### src/cspsfr_pkg.sv
// package: addresses, field positions and reset values of the status and power control registers
package cspsfr_pkg;
    // ****************************************************************
    // special function space addresses
    // ****************************************************************
    localparam logic [7:0] ADDR_POWER_CONTROL = 8'h87;
    localparam logic [7:0] ADDR_STATUS_WORD = 8'hd0;
    localparam logic [7:0] RESET_POWER_CONTROL = 8'h00;
    localparam logic [7:0] RESET_STATUS_WORD = 8'h00;
    localparam logic [7:0] UNMAPPED_READ = 8'h00;
    // ****************************************************************
    // status word fields
    // ****************************************************************
    localparam int STATUS_CARRY = 7;
    localparam int STATUS_AUX_CARRY = 6;
    localparam int STATUS_USER_ZERO = 5;
    localparam int STATUS_BANK_HIGH = 4;
    localparam int STATUS_BANK_LOW = 3;
    localparam int STATUS_OVERFLOW = 2;
    localparam int STATUS_USER_ONE = 1;
    localparam int STATUS_PARITY = 0;
    // ****************************************************************
    // power control fields
    // ****************************************************************
    localparam int PC_BAUD_DOUBLE = 7;
    localparam int PC_SPI_WAKE = 6;
    localparam int PC_EXT0_WAKE = 5;
    localparam int PC_RESERVED = 4;
    localparam int PC_GF_ONE = 3;
    localparam int PC_GF_ZERO = 2;
    localparam int PC_POWERDOWN = 1;
    localparam int PC_IDLE = 0;

    typedef struct packed {
        logic wr;
        logic rd;
        logic bit_op;
        logic [7:0] addr;
        logic [2:0] bit_sel;
        logic [7:0] wdata;
        logic bit_val;
    } cspsfr_req_t;

    typedef struct packed {
        logic carry_flag;
        logic aux_carry_flag;
        logic overflow_flag;
        logic parity;
    } cspsfr_alu_t;
endpackage

### src/cspsfr_bank_dec.sv
// one-hot working register bank decoder with registered outputs
`timescale 1ns/1ps
module cspsfr_bank_dec (
    // clock and reset
    input wire logic i_core_clk,
    input wire logic i_resetn,
    // bank select bits
    input wire logic [1:0] i_bank_sel,
    // decoded banks
    output logic [3:0] o_bank_onehot
);
    logic [3:0] onehot_d;
    logic [3:0] onehot_q;

    always_comb begin
        onehot_d = 4'h0;
        onehot_d[i_bank_sel] = 1'b1;
    end

    always_ff @(posedge i_core_clk or negedge i_resetn) begin
        if (!i_resetn) begin
            onehot_q <= 4'h1;
        end else begin
            onehot_q <= onehot_d;
        end
    end

    assign o_bank_onehot = onehot_q;
endmodule // cspsfr_bank_dec

### src/cspsfr_regs.sv
// status word and power control special function registers
//
// Behaviour
// - the two bank select bits of the status word pick working bank 0 to 3 as their binary value.
// - power control sits at 87h, resets to 00h and is reached only as a whole byte.
// - power control bit 7 set doubles the uart baud rate.
// - power control bit 6 enables the spi interrupt as a power-down wake source.
// - power control bit 5 enables external interrupt 0 as a power-down wake source.
// - unmapped addresses hold nothing: reads give 00h and writes change no state.
// - the status word sits at d0h, resets to 00h and is bit addressable.
`timescale 1ns/1ps
module cspsfr_regs (
    // clock and reset
    input wire logic i_core_clk,
    input wire logic i_resetn,
    // core direct-address access
    input wire cspsfr_pkg::cspsfr_req_t i_req,
    output logic [7:0] o_rdata,
    // alu flag update from the core
    input wire logic i_alu_we,
    input wire cspsfr_pkg::cspsfr_alu_t i_alu,
    // wake events
    input wire logic i_spi_irq,
    input wire logic i_ext0_irq,
    input wire logic i_wake_clear,
    // controls to the rest of the chip
    output logic [1:0] o_bank_sel,
    output logic [3:0] o_bank_onehot,
    output logic o_baud_double,
    output logic o_powerdown,
    output logic o_idle,
    output logic o_wake
);
    // ****************************************************************
    // state
    // ****************************************************************
    logic [7:0] status_q;
    logic [7:0] status_d;
    logic [7:0] pwrctl_q;
    logic [7:0] pwrctl_d;
    logic [7:0] rdata_q;
    logic [7:0] rdata_d;
    logic wake_q;
    logic wake_d;
    logic spi_s1_q;
    logic spi_s2_q;
    logic ext_s1_q;
    logic ext_s2_q;

    // ****************************************************************
    // decoded strobes
    // ****************************************************************
    logic status_wr;
    logic pwrctl_wr;
    logic spi_wake;
    logic ext_wake;
    logic wake_event;

    // ****************************************************************
    // helpers
    // ****************************************************************
    function automatic logic hit_status(input logic [7:0] addr);
        return addr == cspsfr_pkg::ADDR_STATUS_WORD;
    endfunction

    function automatic logic hit_power(input logic [7:0] addr);
        return addr == cspsfr_pkg::ADDR_POWER_CONTROL;
    endfunction

    function automatic logic [7:0] set_bit(input logic [7:0] v, input logic [2:0] sel, input logic b);
        logic [7:0] r;
        r = v;
        r[sel] = b;
        return r;
    endfunction

    // the reserved bit never stores a one, so software cannot park state in it
    function automatic logic [7:0] power_mask(input logic [7:0] v);
        logic [7:0] r;
        r = v;
        r[cspsfr_pkg::PC_RESERVED] = 1'b0;
        return r;
    endfunction

    // ****************************************************************
    // access decode
    // ****************************************************************
    always_comb begin
        status_wr = i_req.wr && hit_status(i_req.addr);
        // bit stores to power control are dropped: the byte is not bit addressable
        pwrctl_wr = i_req.wr && !i_req.bit_op && hit_power(i_req.addr);
        spi_wake = pwrctl_q[cspsfr_pkg::PC_SPI_WAKE] && spi_s2_q;
        ext_wake = pwrctl_q[cspsfr_pkg::PC_EXT0_WAKE] && ext_s2_q;
        wake_event = pwrctl_q[cspsfr_pkg::PC_POWERDOWN] && (spi_wake || ext_wake);
    end

    // ****************************************************************
    // status word
    // ****************************************************************
    always_comb begin
        status_d = status_q;
        if (i_alu_we) begin
            status_d[cspsfr_pkg::STATUS_CARRY] = i_alu.carry_flag;
            status_d[cspsfr_pkg::STATUS_AUX_CARRY] = i_alu.aux_carry_flag;
            status_d[cspsfr_pkg::STATUS_OVERFLOW] = i_alu.overflow_flag;
        end
        // software store after the carry, aux carry and overflow flags so an explicit store wins over those three
        if (status_wr) begin
            if (i_req.bit_op) begin
                status_d = set_bit(status_d, i_req.bit_sel, i_req.bit_val);
            end else begin
                status_d = i_req.wdata;
            end
        end
        // parity follows the core flag, which wins over a store in the same cycle; a real core derives it from the accumulator
        if (i_alu_we) begin
            status_d[cspsfr_pkg::STATUS_PARITY] = i_alu.parity;
        end
    end

    always_ff @(posedge i_core_clk or negedge i_resetn) begin
        if (!i_resetn) begin
            status_q <= cspsfr_pkg::RESET_STATUS_WORD;
        end else begin
            status_q <= status_d;
        end
    end

    // ****************************************************************
    // power control
    // ****************************************************************
    always_comb begin
        pwrctl_d = pwrctl_q;
        if (pwrctl_wr) begin
            pwrctl_d = power_mask(i_req.wdata);
        end
        // a wake ends power-down even against a store in the same cycle
        if (wake_event) begin
            pwrctl_d[cspsfr_pkg::PC_POWERDOWN] = 1'b0;
        end
    end

    always_ff @(posedge i_core_clk or negedge i_resetn) begin
        if (!i_resetn) begin
            pwrctl_q <= cspsfr_pkg::RESET_POWER_CONTROL;
        end else begin
            pwrctl_q <= pwrctl_d;
        end
    end

    // ****************************************************************
    // read data
    // ****************************************************************
    always_comb begin
        rdata_d = rdata_q;
        // reads return the next value so a read beside a store sees the new byte
        if (i_req.rd) begin
            if (hit_status(i_req.addr)) begin
                rdata_d = status_d;
            end else if (hit_power(i_req.addr) && !i_req.bit_op) begin
                rdata_d = pwrctl_d;
            end else begin
                rdata_d = cspsfr_pkg::UNMAPPED_READ;
            end
        end
    end

    always_ff @(posedge i_core_clk or negedge i_resetn) begin
        if (!i_resetn) begin
            rdata_q <= 8'h00;
        end else begin
            rdata_q <= rdata_d;
        end
    end

    // ****************************************************************
    // wake flag
    // ****************************************************************
    always_comb begin
        wake_d = wake_q;
        if (i_wake_clear) begin
            wake_d = 1'b0;
        end
        // set wins over a clear in the same cycle so no wake is lost
        if (wake_event) begin
            wake_d = 1'b1;
        end
    end

    always_ff @(posedge i_core_clk or negedge i_resetn) begin
        if (!i_resetn) begin
            wake_q <= 1'b0;
        end else begin
            wake_q <= wake_d;
        end
    end

    // ****************************************************************
    // interrupt synchronisers
    // ****************************************************************
    always_ff @(posedge i_core_clk or negedge i_resetn) begin
        if (!i_resetn) begin
            spi_s1_q <= 1'b0;
            spi_s2_q <= 1'b0;
            ext_s1_q <= 1'b0;
            ext_s2_q <= 1'b0;
        end else begin
            spi_s1_q <= i_spi_irq;
            spi_s2_q <= spi_s1_q;
            ext_s1_q <= i_ext0_irq;
            ext_s2_q <= ext_s1_q;
        end
    end

    // ****************************************************************
    // bank decode and outputs
    // ****************************************************************
    // fed from the next value so the one-hot flops move on the same edge as the select bits
    cspsfr_bank_dec u_bank_dec (
        .i_core_clk(i_core_clk),
        .i_resetn(i_resetn),
        .i_bank_sel(status_d[cspsfr_pkg::STATUS_BANK_HIGH:cspsfr_pkg::STATUS_BANK_LOW]),
        .o_bank_onehot(o_bank_onehot)
    );

    assign o_rdata = rdata_q;
    assign o_bank_sel = status_q[cspsfr_pkg::STATUS_BANK_HIGH:cspsfr_pkg::STATUS_BANK_LOW];
    assign o_baud_double = pwrctl_q[cspsfr_pkg::PC_BAUD_DOUBLE];
    assign o_powerdown = pwrctl_q[cspsfr_pkg::PC_POWERDOWN];
    assign o_idle = pwrctl_q[cspsfr_pkg::PC_IDLE];
    assign o_wake = wake_q;
endmodule // cspsfr_regs

### config.mk
export PLATFORM = sky130hd
export DESIGN_NAME = cspsfr_regs
export DESIGN_NICKNAME = d
export VERILOG_FILES = /design/src/cspsfr_pkg.sv /design/src/cspsfr_bank_dec.sv /design/src/cspsfr_regs.sv
export SDC_FILE = /design/constraint.sdc
export NUM_CORES = 1
export LEC_CHECK = 0
export BUFFER_PORTS_ARGS = -buffer_cell sky130_fd_sc_hd__buf_4
export CAP_MARGIN = 10
export CELL_PAD_IN_SITES_DETAIL_PLACEMENT = 1
export CELL_PAD_IN_SITES_GLOBAL_PLACEMENT = 1
export CORE_AREA = 10 10 78 80
export CTS_CLUSTER_DIAMETER = 150
export DETAILED_ROUTE_END_ITERATION = 6
export DIE_AREA = 0 0 88 90
export HOLD_SLACK_MARGIN = 0.15
export PLACE_DENSITY_LB_ADDON = 0.1
export REMOVE_ABC_BUFFERS = 1
export SYNTH_ARGS = -nofsm -noshare
export SYNTH_HDL_FRONTEND = slang
export SYNTH_HIERARCHICAL = 1
export SYNTH_SLANG_ARGS = --single-unit
### constraint.sdc
create_clock -name i_core_clk -period 3.7 [get_ports i_core_clk]
set_clock_uncertainty 0.2 [all_clocks]
set_input_delay 0.925 -clock i_core_clk [delete_from_list [all_inputs] [get_ports i_core_clk]]
set_output_delay 0.925 -clock i_core_clk [all_outputs]
set_load 0.05 [all_outputs]
==> results of run 1 <==
[layer usage]
layer	share of wire	GRT usage	up-vias
met5	0	0	-
met4	0.011	0.03324	0
met3	0.070	0.05415	5
met2	0.51	0.2300	34
met1	0.41	0.1561	744
li1	-	-	720
[metrics by stage]
step	utilization	setup slack (ps)	instance area (um2)	hold WS (ps)	instances
after CTS	0.5116	1141	2352	157.8	270
after detailed placement	0.4895	836.0	2251	141.8	262
after global routing	0.5116	1036	2352	164.2	270
final	0.5116	1161	2352	151.8	270
after global placement	0.4895	926.3	2251	135.1	262
after floorplan	-	1196	1808	131.2	158
[sequential cells by signal, indices dropped and copies added, names as in the netlist]
register and cells:
spi_s2_q 1, ext_s1_q 1, pwrctl_q 8, spi_s1_q 1
o_rdata 8, u_bank_dec/o_bank_onehot 4, ext_s2_q 1, status_q 8
o_wake 1
[cells by family after synthesis]
group | synth area share
and+or+nand+nor | 0.2123
DFF | 0.4357
buffers and inverters | 0.05734
AOI/OAI and AO/OA | 0.1747
muxes | 0.1200
[power by group]
group | switching (mW) | internal (mW)
registers | 0.00670 | 0.374
logic | 0.0757 | 0.0553
clock network | 0.134 | 0.168
[worst reg2reg max path: cells and delay by family (launching register included)]
kind	cells	cell delay (ps)
flip-flops	1	400
AO/OA/AOI/OAI	4	940
[area by class of cell]
type                            count  area [um2]
Clock inverter                      1       5.005
Multi-Input combinational cell    120       962.2
Tap cell                           54       67.56
Inverter                            5       18.77
Timing Repair Buffer               50       375.4
Sequential cell                    33       827.0
Clock buffer                        7       96.34
Fill cell                         501        2246
[synthesized netlist by cell type (4+ instances only)]
master / n / area (um2)
inv_1: 5 / 18.77
mux2_2: 14 / 157.7
mux2i_1: 7 / 70.07
nor2_1: 11 / 41.29
a31oi_1: 7 / 43.79
o31ai_1: 5 / 37.54
buf_2: 5 / 25.02
dfrtp_1: 32 / 800.8
nand2_1: 9 / 33.78
a21oi_1: 4 / 20.02
nor2b_1: 10 / 62.56
[worst min-delay path by stage]
stage	cells after the start	slack [ps]	end
floorplan	0	130	ext_s2_q
global placement	0	140	spi_s2_q
detailed placement	0	140	spi_s2_q
CTS	0	160	spi_s2_q
global route	0	160	spi_s2_q
finish	0	150	spi_s2_q
==> results.txt, run 1 <==
The flow ran to the end, and the final reports show no timing, DRC or antenna violations. Counting every instance in the synthesized netlist gives 171. The later pin in the worst-skew pair is clocked with a latency of 290 ps. The arrival time of data at the critical path endpoint was 2520 ps; the fraction of final layout cells with drive strength greater than 1 was 0.4259. STA classifies the critical path startpoint as an input pin. The tools report the launch instance of the worst register-to-register path as pwrctl_q[6].

The initial cell density of the core came out at 0.4128. The tools report the count of final setup violators as 0. The most critical setup path has its endpoint at u_bank_dec/o_bank_onehot[2]. The number of placed I/O pins is 51. Master of the slowest instance on the critical path: a221oi_2. The worst hold path belongs to the class reg -> reg. The Yosys step of the flow raised 6 warnings. The number of I/O port buffers works out to 50. STA classifies the critical path endpoint as a flop. The total die area was 7920 um2; the mean instance size in the synthesized netlist was 11.10 um2.

The remaining number of nets flagged by the antenna check after routing is 0, and the period utilization is 0.6862. The total wire length was 5282 um. The run gives 2 as the largest buffer count on any clock path.

The max-slew violation total from the final report was 0; the time the worst path needs with I/O delays and setup was 2539 ps. Counting distinct cell types in the post-synthesis netlist gives 51. The transition at the pin with the smallest max-transition slack is 439.2 ps.

The cell family contributing the most delay on the critical path is simple AND/OR/NAND/NOR gates. Gates resized during post-CTS repair numbered 0. The run gives 0.4357 as the sequential fraction of the synthesis area. The number of sinks driven by the clock tree was 33; the placeable core region was 4598 um2. Along the worst path, the maximum fanout reaches 16. TritonCTS created 5 clock buffers.

The tools report the wire length of the first global-routing pass as 8742 um. In this run the static leakage power is 1.118 nW. Clock transition at the register clock pins on the worst setup and hold paths after CTS: 70 ps. The number of global-route vias before repair is 1732, and the number of antenna violations at the first check in global routing is 0.

The initialized floorplan defines 25 standard-cell rows. Compared with the post-synthesis result, the final layout area differs by 23.93%. For this design, the CTS-stage hold fixing added 0 buffers. For the number of setup buffers added after CTS, the log shows 0. The count of cell instances traversed by the critical path came out at 5.

Start-to-end type of the worst setup path: in -> reg. The repair_antennas step left the layout with diodes totalling 0. The setup check on the worst reg-to-reg path leaves a slack of 2080 ps.

Leaving out fill and tap cells, the most frequent cells in the layout are buf_4 (50), dfrtp_1 (32), mux2_2 (14). The launching instance or port of the critical path is i_req[12]. The library cell used as clock root buffer was clkbuf_8. In the synthesized netlist the dominant register cell turns out to be dfrtp_1.

In the final design database the tool counted 248 nets. The count of flip-flops with a built-in enable after synthesis works out to 0. The signal on the critical path passes through buf_4, nor4b_4, nand4_4, a221oi_2, and2b_2. Dividing the detail-routed via count by the number of cells gives 5.567. After detailed routing, the average wire length per cell comes to 19.56 um.

For this run, the slowest stage of the critical path takes 470 ps. The proportion of register bits with asynchronous set or reset after synthesis is 1.000, and the final weighted congestion of routability-driven global placement is 0.7662. The reg-to-reg endpoint was o_rdata[1]. Overall power consumption after layout is estimated at 0.8138 mW. The total of flip-flops plus latches after synthesis came out at 33. In this run the most critical hold path is launched from spi_s1_q. For this run the aggregate overflow at the end of global routing stands at 0.

Setup repair after global routing left no endpoint under its margin. The run gives 0 as the total DRC errors in the routed layout. In this run the horizontal extent of the chip is 88 um.

The total buffers and inverters traversed by the critical path was 1; the initial DRC count was 63. The run gives 2 as the CTS H-tree depth. Across the VDD grid, the largest voltage drop is 0.0002132 V. Dividing total power by cell area gives a power density of 346.0 nW/um2. The total track usage was 0.1369. The most common cell after layout, fill and taps aside is buf_4. Vias after detailed routing: 1503. The relative slew slack came out at 0.7072. TritonCTS built the clock tree. The required time reported for the critical path endpoint was 3680 ps.

The count of endpoints failing hold in the final timing report is 0, and the total negative setup slack is 0 ps. Max-cap violations in this run came to 0. After legalization and detailed placement, the total HPWL measured 3862 um.

Counting cells, the worst reg-to-reg path comes to 4. The run gives 393.9 MHz as the peak clock frequency supported by timing. In this run the cell area of the synthesized design comes to 1898 um2. Entering global routing, the biggest net connects 34 pins. Height of the die: 90 um.

The first detailed-routing pass took 4 iterations.
(Power assumes the default switching activity.)
==> run 2, diff against run 1 <==
--- a/config.mk
+++ b/config.mk
@@ -9,10 +9,10 @@
 export CAP_MARGIN = 10
 export CELL_PAD_IN_SITES_DETAIL_PLACEMENT = 1
 export CELL_PAD_IN_SITES_GLOBAL_PLACEMENT = 1
-export CORE_AREA = 10 10 78 80
+export CORE_AREA = 10 10 84 86
 export CTS_CLUSTER_DIAMETER = 150
 export DETAILED_ROUTE_END_ITERATION = 6
-export DIE_AREA = 0 0 88 90
+export DIE_AREA = 0 0 94 96
 export HOLD_SLACK_MARGIN = 0.15
 export PLACE_DENSITY_LB_ADDON = 0.1
 export REMOVE_ABC_BUFFERS = 1
==> constraint.sdc (replaced) <==
create_clock -name i_core_clk -period 2.2 [get_ports i_core_clk]
set_clock_uncertainty 0.2 [all_clocks]
set_input_delay 0.55 -clock i_core_clk [delete_from_list [all_inputs] [get_ports i_core_clk]]
set_output_delay 0.55 -clock i_core_clk [all_outputs]
set_load 0.05 [all_outputs]
==> run 2 against run 1 <==
Compared with the run above: clock power rose by 47%; clock-buffer cell count fell by 1; via count rose by 2.1%; utilization fell by 6.1 points; worst setup slack got worse by 890 ps; non-clock buffer count rose by 10; register-to-register slack got worse by 1500 ps; critical path depth rose by 1.
==> results.txt, run 2 (synthesis gave the netlist of run 1 again) <==
The total track usage was 0.1243 (-0.01262). The flow ran to the end, and the final reports show no timing, DRC or antenna violations. The library cell appearing most often on the critical path is buf_4. Total wire length: 5286 um (about the same). The number of sinks driven by the clock tree was 33 (unchanged).

The signal on the critical path passes through buf_4, nor4b_4, nand4_4, buf_4, a311oi_1, nor2_1. The logs give 5 (unchanged) for the number of CTS-inserted buffers and 34 (unchanged) for the pin count of the biggest net entering global routing. For the count of final setup violators, the log shows 0 (unchanged). For the remaining number of nets flagged by the antenna check after routing, the log shows 0 (unchanged). The die outline width was 94 um (+6.8%); the total power after layout was 1.313 mW (+61%).

The instance count after placement with tap cells included is 288 (+9.9%). The switching power was 0.3652 mW (+69%); the proportion of power drawn by combinational gates was 0.174 (+0.013). The worst vdd rail ir drop is 0.0002804 V (+32%), and the initial DRC count is 44 (-30%). The half-perimeter wire length after detailed placement was 4134 um (+7.1%).

The number of global-route vias before repair came out at 1711 (-1.2%). The worst setup path is captured at a flop. The total buffers and inverters traversed by the critical path came out at 2 (+1).

The run gives 0 (unchanged) as the number of antenna violations at the first check in global routing. The number of detailed-routing iterations run before antenna repair is 4 (unchanged), and the placeable core region is 5405 um2 (+18%). The start-to-end type of the worst setup path was in -> reg. The arrival time of data at the critical path endpoint is 1880 ps (-640 ps), and the number of diodes added for antenna fixing is 0 (unchanged). The tools report the total number of placement rows as 27 (+8.0%). Number of violations of the max-capacitance limit: 0 (unchanged). The number of I/O port buffers was 50 (unchanged); the period utilization was 0.8785. Leaving out fill and tap cells, the most frequent cell in the layout is buf_4. The run gives 8742 um (unchanged) as the wire length of the first global-routing pass. The final cell count without fillers was 298 (+10%).

Via count normalized by instance count: 5.148 (-7.5%). The run gives 51 (unchanged) as the number of placed I/O pins. The vias after detailed routing was 1534 (+2.1%). The number of gates resized after cts is 0 (unchanged).

TritonCTS built the clock tree. The logs give 0.9476 mW (+59%) for the internal power consumption and 2436 um2 (+3.6%) for the final standard cell area without fillers. The tree is rooted in a clkbuf_8. The clock power share came out at 0.339 (-0.032).

The largest buffer count on any clock path came out at 2 (unchanged). The initial cell density of the core is 0.3512 (-0.06163), and the peak clock frequency supported by timing is 517.4 MHz. Setup repair after global routing left no endpoint under its margin. For the static leakage, the log shows 1.154 nW (+3.3%). Class of the most critical hold timing path: reg -> reg. The largest fanout on the critical path was 11 (-5). The run gives 0 (unchanged) as the global-route congestion overflow total.

The transition at the pin with the smallest max-transition slack is 444.8 ps (+5.581 ps). The post-place instance area was 2333 um2 (+3.7%); the average wire length per cell after detail routing was 17.74 um (-9.3%). The tools report the hold path startpoint as ext_s1_q.

The run gives 2150 ps (-1530 ps) as the required time reported for the critical path endpoint. The switching share of power is 0.2782 (+0.01225), and the fraction of final layout cells with drive strength greater than 1 is 0.4381 (+0.01213). On the critical path, the stage with the largest delay is an instance of a311oi_1. The run gives 0 (unchanged) as the count of endpoints failing hold in the final timing report.

The areal power density over the cells works out to 538.9 nW/um2 (+56%). The proportion of power drawn by flip-flops and latches is 0.487 (+0.019), and the post-synthesis to final-layout area growth is 28.35%. The startpoint identified for the worst register-to-register timing path is pwrctl_q[5].

The relative slew slack came out at 0.7035 (-0.003720). The final weighted congestion of routability-driven global placement came out at 0.7734 (+0.94%). For the total die area, the log shows 9024 um2 (+14%).

The tools report the post-route core utilization as 0.4507 (-0.06087). The total DRC errors in the routed layout was 0 (unchanged). The maximum cell stage delay along the critical path was 340 ps (-130 ps). The library cells used most frequently in the layout, excluding fill and tap cells, are buf_4 (58), dfrtp_1 (32), mux2_2 (14). The max-slew violation total from the final report was 0 (unchanged); the clock insertion delay at the later pin of the skew report was 290 ps (about the same).

The tools report the net total in the final layout as 258 (+4.0%). The cell family contributing the most delay on the critical path was simple AND/OR/NAND/NOR gates. The time the worst path needs with I/O delays and setup is 1933 ps, and the CTS H-tree depth is 2 (unchanged). The worst setup path is launched from an input pin. The tools report the launching instance or port of the critical path as i_req[12]. The height of the die works out to 96 um (+6.7%). The clock transition at the register clock pins on the worst setup and hold paths after CTS is 70 ps (about the same).
==> run 2: cell count changes in the layout (fill, tap and decap cells not counted), sizes merged <==
cell	before	now
buf	50	58
clkinv	1	2
dlygate4sd3	0	2
clkbuf	7	6
==> run 2: worst paths after layout <==
kind / slack, ps / cells past startpoint / endpoint
max: 270 / 6 / status_q[2]
min reg2reg: 150 / 0 / ext_s2_q
min in group asynchronous: 550 / 2 / ext_s2_q
max reg2reg: 540 / 4 / o_rdata[1]
max in group asynchronous: 900 / 2 / u_bank_dec/o_bank_onehot[0]
min: 150 / 0 / ext_s2_q
==> run 2: routing by layer <==
layer  GRT usage  part of all wire
met2      0.2108              0.51
met1      0.1437              0.43
met3     0.04280             0.058
met5           0                 0
met4     0.04177            0.0057
==> run 2: cell type report <==
class | count | area (um2)
inverters | 5 | 18.77
fillers | 619 | 2969
multi-input cells | 120 | 962.2
flip-flops and latches | 33 | 827.0
repair buffers | 60 | 455.4
clock buffers | 6 | 72.57
clock inverters | 2 | 10.01
well taps | 72 | 90.09
==> run 2: repair_timing <==
action                                 4_1_cts  5_1_grt
buffers inserted                             0        0
hold buffers                                 1        1
endpoints found under the hold margin       32        1
==> run 2: power groups by stage <==
stage | Sequential [mW] | Clock (mW) | Combinational (mW)
floorplan | 0.677 | 0 | 0.0728
global placement | 0.650 | 0 | 0.224
detailed placement | 0.652 | 0 | 0.229
CTS | 0.640 | 0.462 | 0.231
global route | 0.643 | 0.493 | 0.251
finish | 0.640 | 0.444 | 0.229
==> run 2: stage by stage <==
stage / setup WS [ps] / hold WS [ps] / TNS, ps
6_report: 267.4 / 153.5 / 0
5_1_grt: 143.3 / 152.5 / 0
4_1_cts: 281.9 / 156.7 / 0
3_5_place_dp: -24.31 / 139.5 / -79.40
3_3_place_gp: 36.52 / 134.1 / 0
2_1_floorplan: 71.18 / 54.41 / 0
==> run 2: worst reg2reg max path, stage by stage, from the launching register on <==
cell	delay [ps]
dfrtp_1	420
a22o_2	290
a2111oi_2	390
o21ai_1	90
a31oi_1	190
